===== src/rtl/band_regs_pkg.sv =====
// band_regs_pkg: addresses, field layouts and reset values for the banked
// gain-control and synthesizer loop register block.
// assumes an 8-bit register port with 7-bit addresses.
package band_regs_pkg;

  // ----------------------------------------------------------------
  // widths
  // ----------------------------------------------------------------
  localparam int ADDR_W = 7;
  localparam int DATA_W = 8;
  localparam int NUM_BANKS = 2;
  localparam int NUM_REGS = 5;

  // ----------------------------------------------------------------
  // addresses
  // ----------------------------------------------------------------
  localparam logic [6:0] ADDR_OP_MODE      = 7'h01;
  localparam logic [6:0] ADDR_BANK_FIRST   = 7'h61;
  localparam logic [6:0] ADDR_BANK_LAST    = 7'h73;
  localparam logic [6:0] ADDR_FLOOR_REF    = 7'h61;
  localparam logic [6:0] ADDR_THRESH_ONE   = 7'h62;
  localparam logic [6:0] ADDR_THRESH_TWO3  = 7'h63;
  localparam logic [6:0] ADDR_THRESH_FOUR5 = 7'h64;
  localparam logic [6:0] ADDR_SYNTH_LOOP   = 7'h70;

  // register slot indices within one bank
  localparam int SLOT_FLOOR = 0;
  localparam int SLOT_TH1   = 1;
  localparam int SLOT_TH23  = 2;
  localparam int SLOT_TH45  = 3;
  localparam int SLOT_SYNTH = 4;

  // bank indices
  localparam int BANK_HIGH = 0;
  localparam int BANK_LOW  = 1;

  // ----------------------------------------------------------------
  // operating mode register fields
  // ----------------------------------------------------------------
  localparam int OPMODE_BAND_BIT = 3;
  localparam logic [7:0] OPMODE_RESET = 8'h09;
  localparam logic [7:0] OPMODE_WMASK = 8'h0f;

  // ----------------------------------------------------------------
  // writable masks (unused bits read zero)
  // ----------------------------------------------------------------
  localparam logic [7:0] MASK_FLOOR = 8'h3f;
  localparam logic [7:0] MASK_TH1   = 8'h1f;
  localparam logic [7:0] MASK_FULL  = 8'hff;

  // ----------------------------------------------------------------
  // reset values
  // ----------------------------------------------------------------
  localparam logic [7:0] RST_FLOOR_LOW  = 8'h19;
  localparam logic [7:0] RST_FLOOR_HIGH = 8'h1c;
  localparam logic [7:0] RST_TH1_LOW    = 8'h0c;
  localparam logic [7:0] RST_TH1_HIGH   = 8'h0e;
  localparam logic [3:0] RST_TH2_LOW    = 4'h4;
  localparam logic [3:0] RST_TH2_HIGH   = 4'h5;
  localparam logic [3:0] RST_TH3        = 4'hb;
  localparam logic [3:0] RST_TH4        = 4'hc;
  localparam logic [3:0] RST_TH5        = 4'hc;
  localparam logic [1:0] RST_LOOP_BW    = 2'h3;
  localparam logic [5:0] RST_LOOP_RSVD  = 6'h10;

  // synthesizer loop bandwidth codes
  typedef enum logic [1:0] {
    LOOP_BW_75K  = 2'b00,
    LOOP_BW_150K = 2'b01,
    LOOP_BW_225K = 2'b10,
    LOOP_BW_300K = 2'b11
  } loop_bw_t;

endpackage


===== src/rtl/bank_decode.sv =====
// bank_decode: maps a register address to a slot within one bank.
// assumes addresses come straight from the register port.
`timescale 1ns/1ns
`default_nettype none
module bank_decode
  import band_regs_pkg::*;
(
  input  wire logic [6:0] addr,
  output logic            hit,
  output logic [2:0]      slot
);

  always_comb
  begin
    hit  = 1'b1;
    slot = 3'h0;
    case (addr)
      ADDR_FLOOR_REF:    slot = 3'(SLOT_FLOOR);
      ADDR_THRESH_ONE:   slot = 3'(SLOT_TH1);
      ADDR_THRESH_TWO3:  slot = 3'(SLOT_TH23);
      ADDR_THRESH_FOUR5: slot = 3'(SLOT_TH45);
      ADDR_SYNTH_LOOP:   slot = 3'(SLOT_SYNTH);
      default:           hit  = 1'b0;
    endcase
  end

endmodule
`default_nettype wire


===== src/rtl/bank_copy.sv =====
// bank_copy: one band's copy of the five banked registers.
// assumes the parent gates the write strobe with the band select.
`timescale 1ns/1ns
`default_nettype none
module bank_copy
  import band_regs_pkg::*;
#(
  parameter logic [7:0] RST_FLOOR = 8'h00,
  parameter logic [7:0] RST_TH1   = 8'h00,
  parameter logic [3:0] RST_TH2   = 4'h0
)
(
  input  wire logic       clk,
  input  wire logic       srst,
  input  wire logic       wrEn,
  input  wire logic [2:0] slot,
  input  wire logic [7:0] wrData,
  output logic [7:0]      floorRef,
  output logic [7:0]      threshOne,
  output logic [7:0]      threshTwoThree,
  output logic [7:0]      threshFourFive,
  output logic [7:0]      synthLoop
);

  // unused high bits are held at zero by masking writes to the floor and first threshold
  always_ff @(posedge clk)
  begin
    if (srst)
    begin
      floorRef       <= RST_FLOOR;
      threshOne      <= RST_TH1;
      threshTwoThree <= {RST_TH2, RST_TH3};
      threshFourFive <= {RST_TH4, RST_TH5};
      synthLoop      <= {RST_LOOP_BW, RST_LOOP_RSVD};
    end
    else if (wrEn)
    begin
      case (slot)
        3'(SLOT_FLOOR): floorRef       <= wrData & MASK_FLOOR;
        3'(SLOT_TH1):   threshOne      <= wrData & MASK_TH1;
        3'(SLOT_TH23):  threshTwoThree <= wrData;
        3'(SLOT_TH45):  threshFourFive <= wrData;
        3'(SLOT_SYNTH): synthLoop      <= wrData;
        default:        floorRef       <= floorRef;
      endcase
    end
  end

endmodule
`default_nettype wire


===== src/rtl/band_banked_regs.sv =====
// band_banked_regs: dual-bank gain-control and synthesizer loop registers.
// assumes an 8-bit register port; read data appear the cycle after the
// read strobe and only then.
//
// Summary of operation
// - two copies of every register 0x61..0x73: lower band and upper band
// - accesses to the banked range go to the copy chosen by mode bit 3
// - toggling band select leaves both copies' contents untouched
// - band select resets to one, so the lower band copy is default
// - floor reference bits 5-0 at 0x61, reset 0x19 low, 0x1c high
// - first threshold bits 4-0 at 0x62, reset 0x0c low, 0x0e high
// - second threshold bits 7-4 at 0x63, reset 0x04 low, 0x05 high
// - third threshold bits 3-0 at 0x63, reset 0x0b in both copies
// - fourth and fifth thresholds at 0x64, reset 0x0c in both copies
// - loop bandwidth bits 7-6 at 0x70, four codes, reset 0x03
// - band select zero picks upper copy, one picks lower copy
//
// Decided for this implementation: the plain strobed port.
`timescale 1ns/1ns
`default_nettype none
module band_banked_regs
  import band_regs_pkg::*;
(
  input  wire logic       clk,
  input  wire logic       srst,
  input  wire logic [6:0] addr,
  input  wire logic [7:0] wrData,
  input  wire logic       wrStrobe,
  input  wire logic       rdStrobe,
  output logic [7:0]      rdData,
  output logic            bandSelectLow,
  output logic [5:0]      gainFloorReference,
  output logic [4:0]      gainThresholdFirst,
  output logic [3:0]      gainThresholdSecond,
  output logic [3:0]      gainThresholdThird,
  output logic [3:0]      gainThresholdFourth,
  output logic [3:0]      gainThresholdFifth,
  output logic [1:0]      synthLoopBandwidth
);

  // ----------------------------------------------------------------
  // address decode
  // ----------------------------------------------------------------
  logic       bankHit;
  logic [2:0] slot;
  logic [7:0] opMode;

  bank_decode u_decode (
    .addr (addr),
    .hit  (bankHit),
    .slot (slot)
  );

  // ----------------------------------------------------------------
  // operating mode register (only the band select steers this block)
  // ----------------------------------------------------------------
  always_ff @(posedge clk)
  begin
    if (srst)
      opMode <= OPMODE_RESET;
    else if (wrStrobe && addr == ADDR_OP_MODE)
      opMode <= wrData & OPMODE_WMASK;
  end

  // ----------------------------------------------------------------
  // the two bank copies
  // ----------------------------------------------------------------
  localparam logic [7:0] RST_FLOOR_B [NUM_BANKS] = '{RST_FLOOR_HIGH, RST_FLOOR_LOW};
  localparam logic [7:0] RST_TH1_B   [NUM_BANKS] = '{RST_TH1_HIGH, RST_TH1_LOW};
  localparam logic [3:0] RST_TH2_B   [NUM_BANKS] = '{RST_TH2_HIGH, RST_TH2_LOW};

  logic       bandSel;
  logic [7:0] bankRegs [NUM_BANKS][NUM_REGS];

  assign bandSel = opMode[OPMODE_BAND_BIT];

  genvar b;
  generate
    for (b = 0; b < NUM_BANKS; b++)
    begin : g_bank
      logic bankWr;
      // only the selected copy sees the write; the other keeps its state
      assign bankWr = wrStrobe && bankHit && (bandSel == 1'(b));
      bank_copy #(
        .RST_FLOOR (RST_FLOOR_B[b]),
        .RST_TH1   (RST_TH1_B[b]),
        .RST_TH2   (RST_TH2_B[b])
      ) u_copy (
        .clk            (clk),
        .srst           (srst),
        .wrEn           (bankWr),
        .slot           (slot),
        .wrData         (wrData),
        .floorRef       (bankRegs[b][SLOT_FLOOR]),
        .threshOne      (bankRegs[b][SLOT_TH1]),
        .threshTwoThree (bankRegs[b][SLOT_TH23]),
        .threshFourFive (bankRegs[b][SLOT_TH45]),
        .synthLoop      (bankRegs[b][SLOT_SYNTH])
      );
    end
  endgenerate

  // ----------------------------------------------------------------
  // read port
  // ----------------------------------------------------------------
  logic [7:0] next_rdData;

  always_comb
  begin
    next_rdData = 8'h00;
    if (addr == ADDR_OP_MODE)
      next_rdData = opMode;
    else if (bankHit)
      next_rdData = bankRegs[bandSel][slot];
  end

  // read data stand only in the cycle after the strobe
  always_ff @(posedge clk)
  begin
    if (srst)
      rdData <= 8'h00;
    else if (rdStrobe)
      rdData <= next_rdData;
    else
      rdData <= 8'h00;
  end

  // ----------------------------------------------------------------
  // active-band field outputs to the receiver and synthesizer
  // ----------------------------------------------------------------
  // registered so the outputs follow the selected band one cycle late
  always_ff @(posedge clk)
  begin
    if (srst)
    begin
      bandSelectLow       <= OPMODE_RESET[OPMODE_BAND_BIT];
      gainFloorReference  <= RST_FLOOR_LOW[5:0];
      gainThresholdFirst  <= RST_TH1_LOW[4:0];
      gainThresholdSecond <= RST_TH2_LOW;
      gainThresholdThird  <= RST_TH3;
      gainThresholdFourth <= RST_TH4;
      gainThresholdFifth  <= RST_TH5;
      synthLoopBandwidth  <= RST_LOOP_BW;
    end
    else
    begin
      bandSelectLow       <= bandSel;
      gainFloorReference  <= bankRegs[bandSel][SLOT_FLOOR][5:0];
      gainThresholdFirst  <= bankRegs[bandSel][SLOT_TH1][4:0];
      gainThresholdSecond <= bankRegs[bandSel][SLOT_TH23][7:4];
      gainThresholdThird  <= bankRegs[bandSel][SLOT_TH23][3:0];
      gainThresholdFourth <= bankRegs[bandSel][SLOT_TH45][7:4];
      gainThresholdFifth  <= bankRegs[bandSel][SLOT_TH45][3:0];
      synthLoopBandwidth  <= bankRegs[bandSel][SLOT_SYNTH][7:6];
    end
  end

endmodule
`default_nettype wire


===== config.mk =====
export PLATFORM = sky130hd
export DESIGN_NAME = band_banked_regs
export DESIGN_NICKNAME = d
export VERILOG_FILES = /design/src/rtl/band_regs_pkg.sv /design/src/rtl/bank_decode.sv /design/src/rtl/bank_copy.sv /design/src/rtl/band_banked_regs.sv
export SDC_FILE = /design/constraint.sdc
export NUM_CORES = 1
export LEC_CHECK = 0
export BUFFER_PORTS_ARGS = -buffer_cell sky130_fd_sc_hd__buf_2
export CELL_PAD_IN_SITES_DETAIL_PLACEMENT = 1
export CELL_PAD_IN_SITES_GLOBAL_PLACEMENT = 1
export CORE_ASPECT_RATIO = 1.2
export CORE_MARGIN = 8
export CORE_UTILIZATION = 45
export DETAILED_ROUTE_END_ITERATION = 16
export GPL_TIMING_DRIVEN = 0
export MAX_ROUTING_LAYER = met4
export PLACE_DENSITY_LB_ADDON = 0.1
export SYNTH_ARGS = -nofsm -noshare
export SYNTH_HDL_FRONTEND = slang
export SYNTH_SLANG_ARGS = --single-unit

===== constraint.sdc =====
create_clock -name clk -period 2.42 [get_ports clk]
set_clock_uncertainty 0.05 [all_clocks]
set_input_delay 0.363 -clock clk [delete_from_list [all_inputs] [get_ports clk]]
set_output_delay 0.363 -clock clk [all_outputs]
set_load 0.02 [all_outputs]

Word level (Yosys, flattened, before mapping)
Index checks and enable logic that the tools add are counted.
- $lt $le $gt $ge: 2
- eq/ne operators: 10
- multiplexer cells: 10
- bitwise logic cells: 5
- reductions and logical operators: 18
- operators by type and width (kind ; number):
    40-bit 2-to-1 mux ; 2
    38-bit 2-to-1 mux ; 1
    7-bit == test, second input constant ; 5
    8-bit binary-select mux with 3-bit select ; 1
    2-bit AND reduction ; 10
    8-bit 2-to-1 mux ; 2
    3-bit one-hot mux with 4 select lines ; 1
    4-bit 2-to-1 mux ; 2
    7-bit by 1-bit == test with 1-bit output, second input constant ; 1
    3-bit by 2-bit == test with 1-bit output, second input constant ; 2
    5-bit OR reduction ; 1
    4-bit >= comparator, second input constant ; 1
    1-bit logical AND ; 4
    3-bit NOT with 4-bit output ; 1
    4-bit OR reduction ; 1
    3-bit by 1-bit == test with 1-bit output, second input constant ; 1
    3-bit == test, second input constant ; 1
    3-bit logical NOT ; 1
    1-bit NOT ; 3
    2-bit >= comparator, second input constant ; 1
    1-bit NOT with 2-bit output ; 1
    2-bit OR reduction ; 1
    1-bit 2-to-1 mux ; 1
- bits in registers: 112
- input port bits: 19

Depth between registers and ports, before layout
Gate-level depths: netlist of the first run.
- depth in word-level cells: 9
- gate-level depth with buffers: 7
- gate-level depth less buffers: 4

Modules after synthesis
From an unflattened synthesis of the first run, not the netlist that was laid out.
- cell total of the unflattened synthesis: 481
- area, all modules: 5137.4 µm²
- by module, submodules not included (module ; instances ; cells each ; area an instance (µm²)):
    band_banked_regs ; 1 ; 183 ; 2094.5
    bank_copy (g_bank[1].u_copy) ; 1 ; 143 ; 1477.7
    bank_copy (g_bank[0].u_copy) ; 1 ; 143 ; 1471.4
    bank_decode ; 1 ; 12 ; 93.8

Worst setup path after synthesis of the first run
Ideal clock, no wire load.
- path type: input to register
- from: input addr[1]
- to: register g_bank[1].u_copy.threshFourFive[3]
- setup time: 120 ps
- arrival: 1802 ps
- required time: 2250 ps
- slack: 448 ps
- cell stages on the path: 7
- path buffers: 3
- path through: buf_2 or4b_1 buf_2 nor3_4 buf_6 nor2b_1 a211o_1
- cells in the longest elaborated chain, start to end: 6
- elaborated cells between the ends (all ways): 12
- those cells by class: 6 x eq/ne; 2 x mux; 4 x reduce/logical
- ends and longest elaborated chain (item ; RTL line ; text):
    start: declaration ; band_banked_regs.sv:26 ; input wire logic [6:0] addr,
    7-bit == test ; bank_decode.sv:17 ; case (addr)
    5-bit OR reduction (no line) ; - ;
    1-bit 2-to-1 mux ; bank_decode.sv:17 ;
    1-bit logical AND (2 in a row) ; band_banked_regs.sv:83 ; assign bankWr = wrStrobe && bankHit && (bandSel == 1'(b));
    2-bit AND reduction (no line) * ; - ;
    end signal: assignment ; bank_copy.sv:33 ; threshFourFive <= {RST_TH4, RST_TH5};
    end signal: assignment ; bank_copy.sv:42 ; 3'(SLOT_TH45): threshFourFive <= wrData;
    end: declaration ; bank_copy.sv:21 ; output logic [7:0] threshFourFive,
Every way passes the cells marked *; elsewhere a longest branch is shown, timed or not.
A chain may end at the register's enable or synchronous reset.

Final worst setup path of the first run
- from: input addr[0]
- to: register g_bank[0].u_copy.threshOne[2]
- cells in the longest elaborated chain, start to end: 6
- elaborated cells between the ends (all ways): 12
- those cells by class: 6 x eq/ne; 2 x mux; 4 x reduce/logical
- ends and longest elaborated chain (item ; RTL line ; text):
    7-bit == test ; bank_decode.sv:17 ;
    5-bit OR reduction (no line) ; - ;
    1-bit 2-to-1 mux ; bank_decode.sv:17 ;
    1-bit logical AND (2 in a row) ; band_banked_regs.sv:83 ;
    2-bit AND reduction (no line) * ; - ;
    end signal: assignment ; bank_copy.sv:40 ; 3'(SLOT_TH1): threshOne <= wrData & MASK_TH1;
    end: declaration ; bank_copy.sv:19 ; output logic [7:0] threshOne,
Marks and branches as above.

==> results.json, run 1 <==
{
  "cts_made_buffers": 9,
  "critPathMaxFanout": 10,
  "wirelength_um": 13200,
  "ys_seq_elements": 112,
  "clk_pin_slew_ns": 0.07,
  "rsz0062_at_grt": "false",
  "cp_slowest_cell": "nor4b_1",
  "die_h_um": 126,
  "powerDensity_nw_per_um2": 690,
  "die_x_um": 108,
  "clock-sinks": 112,
  "fin_ws_ns": 0.122,
  "cts_tree": "yes",
  "arrival_ns": 2.49,
  "synth_top_cells_by_area": "dfxtp_1, mux2i_1, a211o_1, nor2_1, nor2b_1",
  "status": "finished, final reports clean",
  "tightest_slew_ns": 0.956,
  "finalCriticalPeriod_ns": 2.30,
  "htreeDepth": 3,
  "muxShareOfSynthArea": 0.161,
  "async_flop_share": 0,
  "path_class": "in2reg",
  "synth-seq-area-share": 0.492,
  "netlist_area_sq_um": 4550,
  "cts_buffer_depth": 2,
  "dp_cells": 621,
  "grt_max_degree": 17,
  "cp-start-kind": "input pin",
  "clk_latency_ns": 0.35,
  "fin_crit_sh": 0.949,
  "post_drt_wl_per_cell_um": 20.7,
  "gp_congestion": 0.829,
  "yosysTopAreaCell": "dfxtp_1",
  "dp_hpwl_um": 9200,
  "ctsResizeCount": 0,
  "drtAntennaViolNets": 0,
  "diodes": 0,
  "end_kind": "register",
  "hold_buffers": 0,
  "pwr-share-comb": 0.041,
  "min_path_type": "in2reg",
  "final-max-slew-violation-count": 0,
  "p_total_mw": 3.64,
  "drive_gt1_frac": 0.206,
  "drtIter0Drc": 180,
  "dieArea_sq_um": 13600,
  "yosys.area_share.simple": 0.186,
  "synth_compound_area_frac": 0.116,
  "yosysMostFrequentCell": "dfxtp_1",
  "cp.required_ns": 2.61,
  "grt_pass1_wl_um": 20500,
  "peakVddDrop_mv": 0.427,
  "coreArea_sq_um": 9960,
  "finalHoldViolCount": 0,
  "max_stage_delay_ns": 0.83,
  "synth_top_area_frac": 0.492,
  "max_slew_margin": 0.353,
  "synth_xor_area_frac": 0.00192,
  "clock-root-buffer": "clkbuf_16",
  "detail_route.first_pass.iterations": 4,
  "setup_viol": 0,
  "power_frac_seq": 0.507,
  "nets": 525,
  "p_clk_frac": 0.452,
  "maxClockFrequency_mhz": 435,
  "synth_flop_cell": "dfxtp_1",
  "p_sw_frac": 0.208,
  "num_vias": 3533,
  "p_int_mw": 2.89,
  "start_util": 0.457,
  "synth-edff-count": 0,
  "post_synth_fa_ha_maj_area_fraction": 0,
  "crit_chain": "buf_2, buf_6, nor4b_1, nand3_1, a211o_1",
  "syn_nets": 465,
  "area_growth_pct": 16.0,
  "synth_top_family_by_area": "simple AND/OR/NAND/NOR gates",
  "switchingPower_uw": 757,
  "p_leak_nw": 2.18,
  "drc_errors": 0,
  "yosys_warnings": 0,
  "overflow": 0,
  "grt_pass1_vias": 3622,
  "fin_cells": 635,
  "syn_area_per_cell_sq_um": 10.2,
  "io_pins": 57,
  "antenna_found_initial": 0,
  "post-cts-setup-buffers": 0,
  "synth_cells": 446,
  "fin_setup_tns_ns": 0,
  "viasPerCell": 5.56,
  "synth_common_cells": "dfxtp_1, nor2_1, mux2i_1",
  "max-cap-violations": 0,
  "port_buffers": 49,
  "pre_cts_ws_ns": -0.216,
  "synth_cell_type_count": 44,
  "row_count": 40,
  "track_usage": 0.205
}
-- path summary, 6_finish.rpt --
kind,cells after the start,slack (ns),endpoint,start
max,5,0.12,g_bank[0].u_copy.threshOne[2],addr[0]
min reg2reg,1,0.41,g_bank[0].u_copy.threshTwoThree[3],g_bank[0].u_copy.threshTwoThree[3]
max reg2reg,6,0.18,g_bank[1].u_copy.threshTwoThree[6],opMode[3]
min,2,0.26,g_bank[1].u_copy.threshTwoThree[6],wrData[6]
-- cells by family after synthesis --
| logic type | count (synthesis) |
|---|---|
| mux | 72 |
| compound gates | 64 |
| flops | 112 |
| xor+xnor | 1 |
| buf+inv | 42 |
| simple gates | 155 |
-- area by class of cell --
cell class              instances  area (sq um)
inverters                       8          30.0
flip-flops and latches        112          2240
plain buffers                  34           163
repair buffers                 49           245
clock buffers                  10           229
clock inverters                 4          95.1
well taps                     126           158
multi-input cells             292          2120
fillers                      1140          4680
-- worst max-delay path: cells and delay by family --
| family | cells | cell delay (ns) |
|---|---|---|
| AND/OR/NAND/NOR | 2 | 1.44 |
| buffers and inverters | 2 | 0.24 |
| AO/OA/AOI/OAI | 1 | 0.44 |
-- sequential cells by signal, indices dropped and copies added (netlist names), 5 cells and up --
name                          flops
g_bank.u_copy.floorRef           12
g_bank.u_copy.synthLoop          16
g_bank.u_copy.threshTwoThree     16
rdData                            8
g_bank.u_copy.threshFourFive     16
gainThresholdFirst                5
gainFloorReference                6
g_bank.u_copy.threshOne          10
-- per-layer routing --
| metal | global-route usage | routed length (um) | vias to the layer above |
|---|---|---|---|
| met1 | 0.262 | 6090 | 1738 |
| met4 | 0.0908 | 354 | 0 |
| met5 | - | 0 | - |
| met2 | 0.311 | 6060 | 88 |
| met3 | 0.0332 | 680 | 24 |
| li1 | - | - | 1683 |
-- cell usage in the layout, fill, tap and decap left out, types with 9 or more instances in the layout --
master / netlist / layout
nor2b_1: 23 / 23
clkbuf_1: 20 / 21
buf_2: 10 / 59
dfxtp_1: 112 / 112
nor2_1: 77 / 77
mux2i_1: 62 / 62
a211o_1: 36 / 36
mux2_2: 10 / 10
nand2b_1: 9 / 9
or2_2: 10 / 10
clkbuf_16: 0 / 9
-- per-stage QoR --
stage / hold WS [ns] / instance area (sq um) / utilization
floorplan: 0.381 / 4550 / -
global placement: 0.393 / 4960 / 0.498
detailed placement: 0.399 / 4960 / 0.498
CTS: 0.246 / 5280 / 0.530
global route: 0.258 / 5280 / 0.530
finish: 0.256 / 5280 / 0.530
-- power by group through the flow --
stage / Clock, mW / Sequential (mW) / Combinational (mW)
2_1_floorplan: 0 / 1.89 / 0.0847
3_3_place_gp: 0 / 1.89 / 0.149
3_5_place_dp: 0 / 1.89 / 0.150
4_1_cts: 1.67 / 1.85 / 0.151
5_1_grt: 1.76 / 1.85 / 0.163
6_report: 1.65 / 1.85 / 0.151
No activity file was read; power rests on OpenSTA's default activity.
==> run 2, diff against run 1 <==
CORE_UTILIZATION = 46   (was 45)
SYNTH_HIERARCHICAL = 1   (was default)
==> results.json, run 2 <==
{
  "met2_usage": 0.384,
  "fin_crit_sh": 0.963,
  "cts_made_buffers": 9,
  "track_usage": 0.225,
  "async_flop_share": 0,
  "synth_cells": 481,
  "synth_common_cells": "dfxtp_1, mux2i_1, nor2_1",
  "yosysMostFrequentCell": "dfxtp_1",
  "grt_pass1_wl_um": 24200,
  "dieArea_sq_um": 14800,
  "holdPathEnd": "g_bank[0].u_copy/threshTwoThree[6]",
  "grt_pass1_vias": 4188,
  "rsz0062_at_grt": "false",
  "layout_common_cells": "dfxtp_1, mux2i_1, nor2_1",
  "place_area_sq_um": 5640,
  "die_x_um": 112,
  "gp_congestion": 0.836,
  "cts_buffer_depth": 2,
  "design_area_sq_um": 5990,
  "drive_gt1_frac": 0.246,
  "setup_viol": 0,
  "n_fill_cell": 1228,
  "die_h_um": 132,
  "critPathMaxFanout": 10,
  "grt_max_degree": 20,
  "dp_hpwl_um": 11200,
  "regArea_sq_um": 2240,
  "area_growth_pct": 16.6,
  "largestRegisters": "g_bank.u_copy/synthLoop x16, g_bank.u_copy/threshFourFive x16, g_bank.u_copy/threshTwoThree x16",
  "overflow": 0,
  "min_from": "wrData[6]",
  "clock-sinks": 112,
  "clock-root-buffer": "clkbuf_16",
  "regToRegStartpoint": "opMode[3]",
  "tightest_slew_ns": 0.772,
  "diodes": 0,
  "finalHoldViolCount": 0,
  "min_path_type": "in2reg",
  "clk_latency_ns": 0.36,
  "cp-start-kind": "input pin",
  "max-cap-violations": 0,
  "io_pins": 57,
  "wirelength_um": 15900,
  "met1_usage": 0.253,
  "final-max-slew-violation-count": 0,
  "cts_tree": "yes",
  "drc_errors": 0,
  "peakVddDrop_mv": 0.337,
  "rr_endpoint": "g_bank[1].u_copy/floorRef[3]",
  "drtAntennaViolNets": 0,
  "max_slew_margin": 0.482,
  "coreArea_sq_um": 11000,
  "synth_cell_type_count": 40,
  "layout_commonest_cell": "dfxtp_1",
  "path_class": "in2reg",
  "synth_flop_cell": "dfxtp_1",
  "busiest_layer": "met2",
  "syn_area_per_cell_sq_um": 10.7,
  "post_drt_wl_per_cell_um": 22.9,
  "ff2ff_setup_slack_ns": 0.12,
  "row_count": 42,
  "ys_seq_elements": 112,
  "powerDensity_nw_per_um2": 580,
  "detail_route.first_pass.iterations": 4,
  "drtIter0Drc": 166,
  "clk_pin_slew_ns": 0.08,
  "antenna_found_initial": 0,
  "yosys_warnings": 6,
  "synth-seq-area-share": 0.436,
  "worstHoldPathCells": 3,
  "num_vias": 3914,
  "nets": 578,
  "viasPerCell": 5.62,
  "htreeDepth": 3,
  "arrival_ns": 2.52,
  "maxClockFrequency_mhz": 429,
  "met3_usage": 0.0357,
  "finalCriticalPeriod_ns": 2.33,
  "post-route-util": 0.545,
  "synth-edff-count": 0,
  "yosysTopAreaCell": "dfxtp_1",
  "status": "finished, final reports clean",
  "cp.required_ns": 2.61,
  "port_buffers": 55,
  "netlist_area_sq_um": 5140,
  "end_kind": "register",
  "r2r_cells": 7,
  "synth_top_area_frac": 0.436,
  "p_leak_nw": 2.64,
  "multi_input_area_sq_um": 2710,
  "synth_top_cells_by_area": "dfxtp_1, mux2i_1, mux4_2, nand2b_1, nor2_1",
  "start_util": 0.468
}
run 2: changes by cell type in the layout (fill, tap and decap cells not counted), sizes merged, moves of 9 or more:
| cell | change |
|---|---|
| mux2i | +36 |
| a211o | -21 |
| buf | +23 |
| nor2b | -10 |
| mux4 | +16 |
| conb | +10 |
| or2 | -9 |
| nand2b | +45 |
run 2: metrics by stage:
| stage | hold slack (ns) | std cells | setup TNS [ns] | total power [mW] | setup WS, ns |
|---|---|---|---|---|---|
| finish | 0.281 | 696 | 0 | 3.48 | 0.0884 |
| global route | 0.293 | 696 | 0 | 3.59 | 0.0148 |
| CTS | 0.260 | 694 | 0 | 3.50 | 0.00404 |
| detailed placement | 0.419 | 676 | -32.35 | 2.08 | -0.725 |
| global placement | 0.398 | 676 | -23.48 | 2.08 | -0.704 |
| floorplan | 0.386 | 489 | -0.131 | 2.00 | -0.0341 |
run 2: worst max-delay path, stage by stage:
cell,delay [ns]
buf_2,0.17
or3b_4,0.40
a211oi_4,0.29
buf_6,0.22
buf_8,0.18
mux4_2,0.31
mux2i_2,0.20
nor2_1,0.07
a221o_1,0.30
run 2: worst max path at each step:
| stage | to | depth (start not counted) | start | slack, ns |
|---|---|---|---|---|
| 2_1_floorplan | rdData[2] | 7 | addr[1] | -0.03 |
| 3_3_place_gp | rdData[3] | 9 | addr[0] | -0.70 |
| 3_5_place_dp | g_bank[1].u_copy/threshOne[4] | 6 | addr[3] | -0.73 |
| 4_1_cts | rdData[3] | 8 | addr[3] | 0.004 |
| 5_1_grt | rdData[2] | 8 | addr[0] | 0.01 |
| 6_report | rdData[3] | 9 | addr[0] | 0.09 |
run 2: cell families after synthesis:
family,after synthesis,synth area share
AO/OA/AOI/OAI,27,0.0458
other,2,0.00146
flip-flops,112,0.436
buffers and inverters,47,0.0516
AND/OR/NAND/NOR,173,0.191
XOR/XNOR,2,0.00341
multiplexers,118,0.271
run 2: layer usage:
layer	share of wire	wire length [um]	up-vias
met3	0.052	820	28
li1	-	-	1823
met1	0.42	6610	1972
met4	0.028	448	0
met5	0	0	-
met2	0.50	8040	91
run 2: repair_timing:
item,CTS,global route
cloned,0,0
hold buffers,0,0
pin swaps,2,2
setup buffers,2,2
resized for setup,7,4
endpoints found under the setup margin,70,35
run 2: area by class of cell:
cell class | instances | area share
repair buffers | 59 | 0.0510
multi-input cells | 330 | 0.453
flip-flops and latches | 112 | 0.374
inverters | 2 | 0.00125
clock inverters | 7 | 0.00961
plain buffers | 45 | 0.0459
clock buffers | 9 | 0.0376
well taps | 132 | 0.0276
run 2: report_power, final:
part / internal (mW) / switching [mW]
sequential: 1.84 / 0.00159
clock: 0.708 / 0.723
combinational: 0.0756 / 0.125
total: 2.63 / 0.849
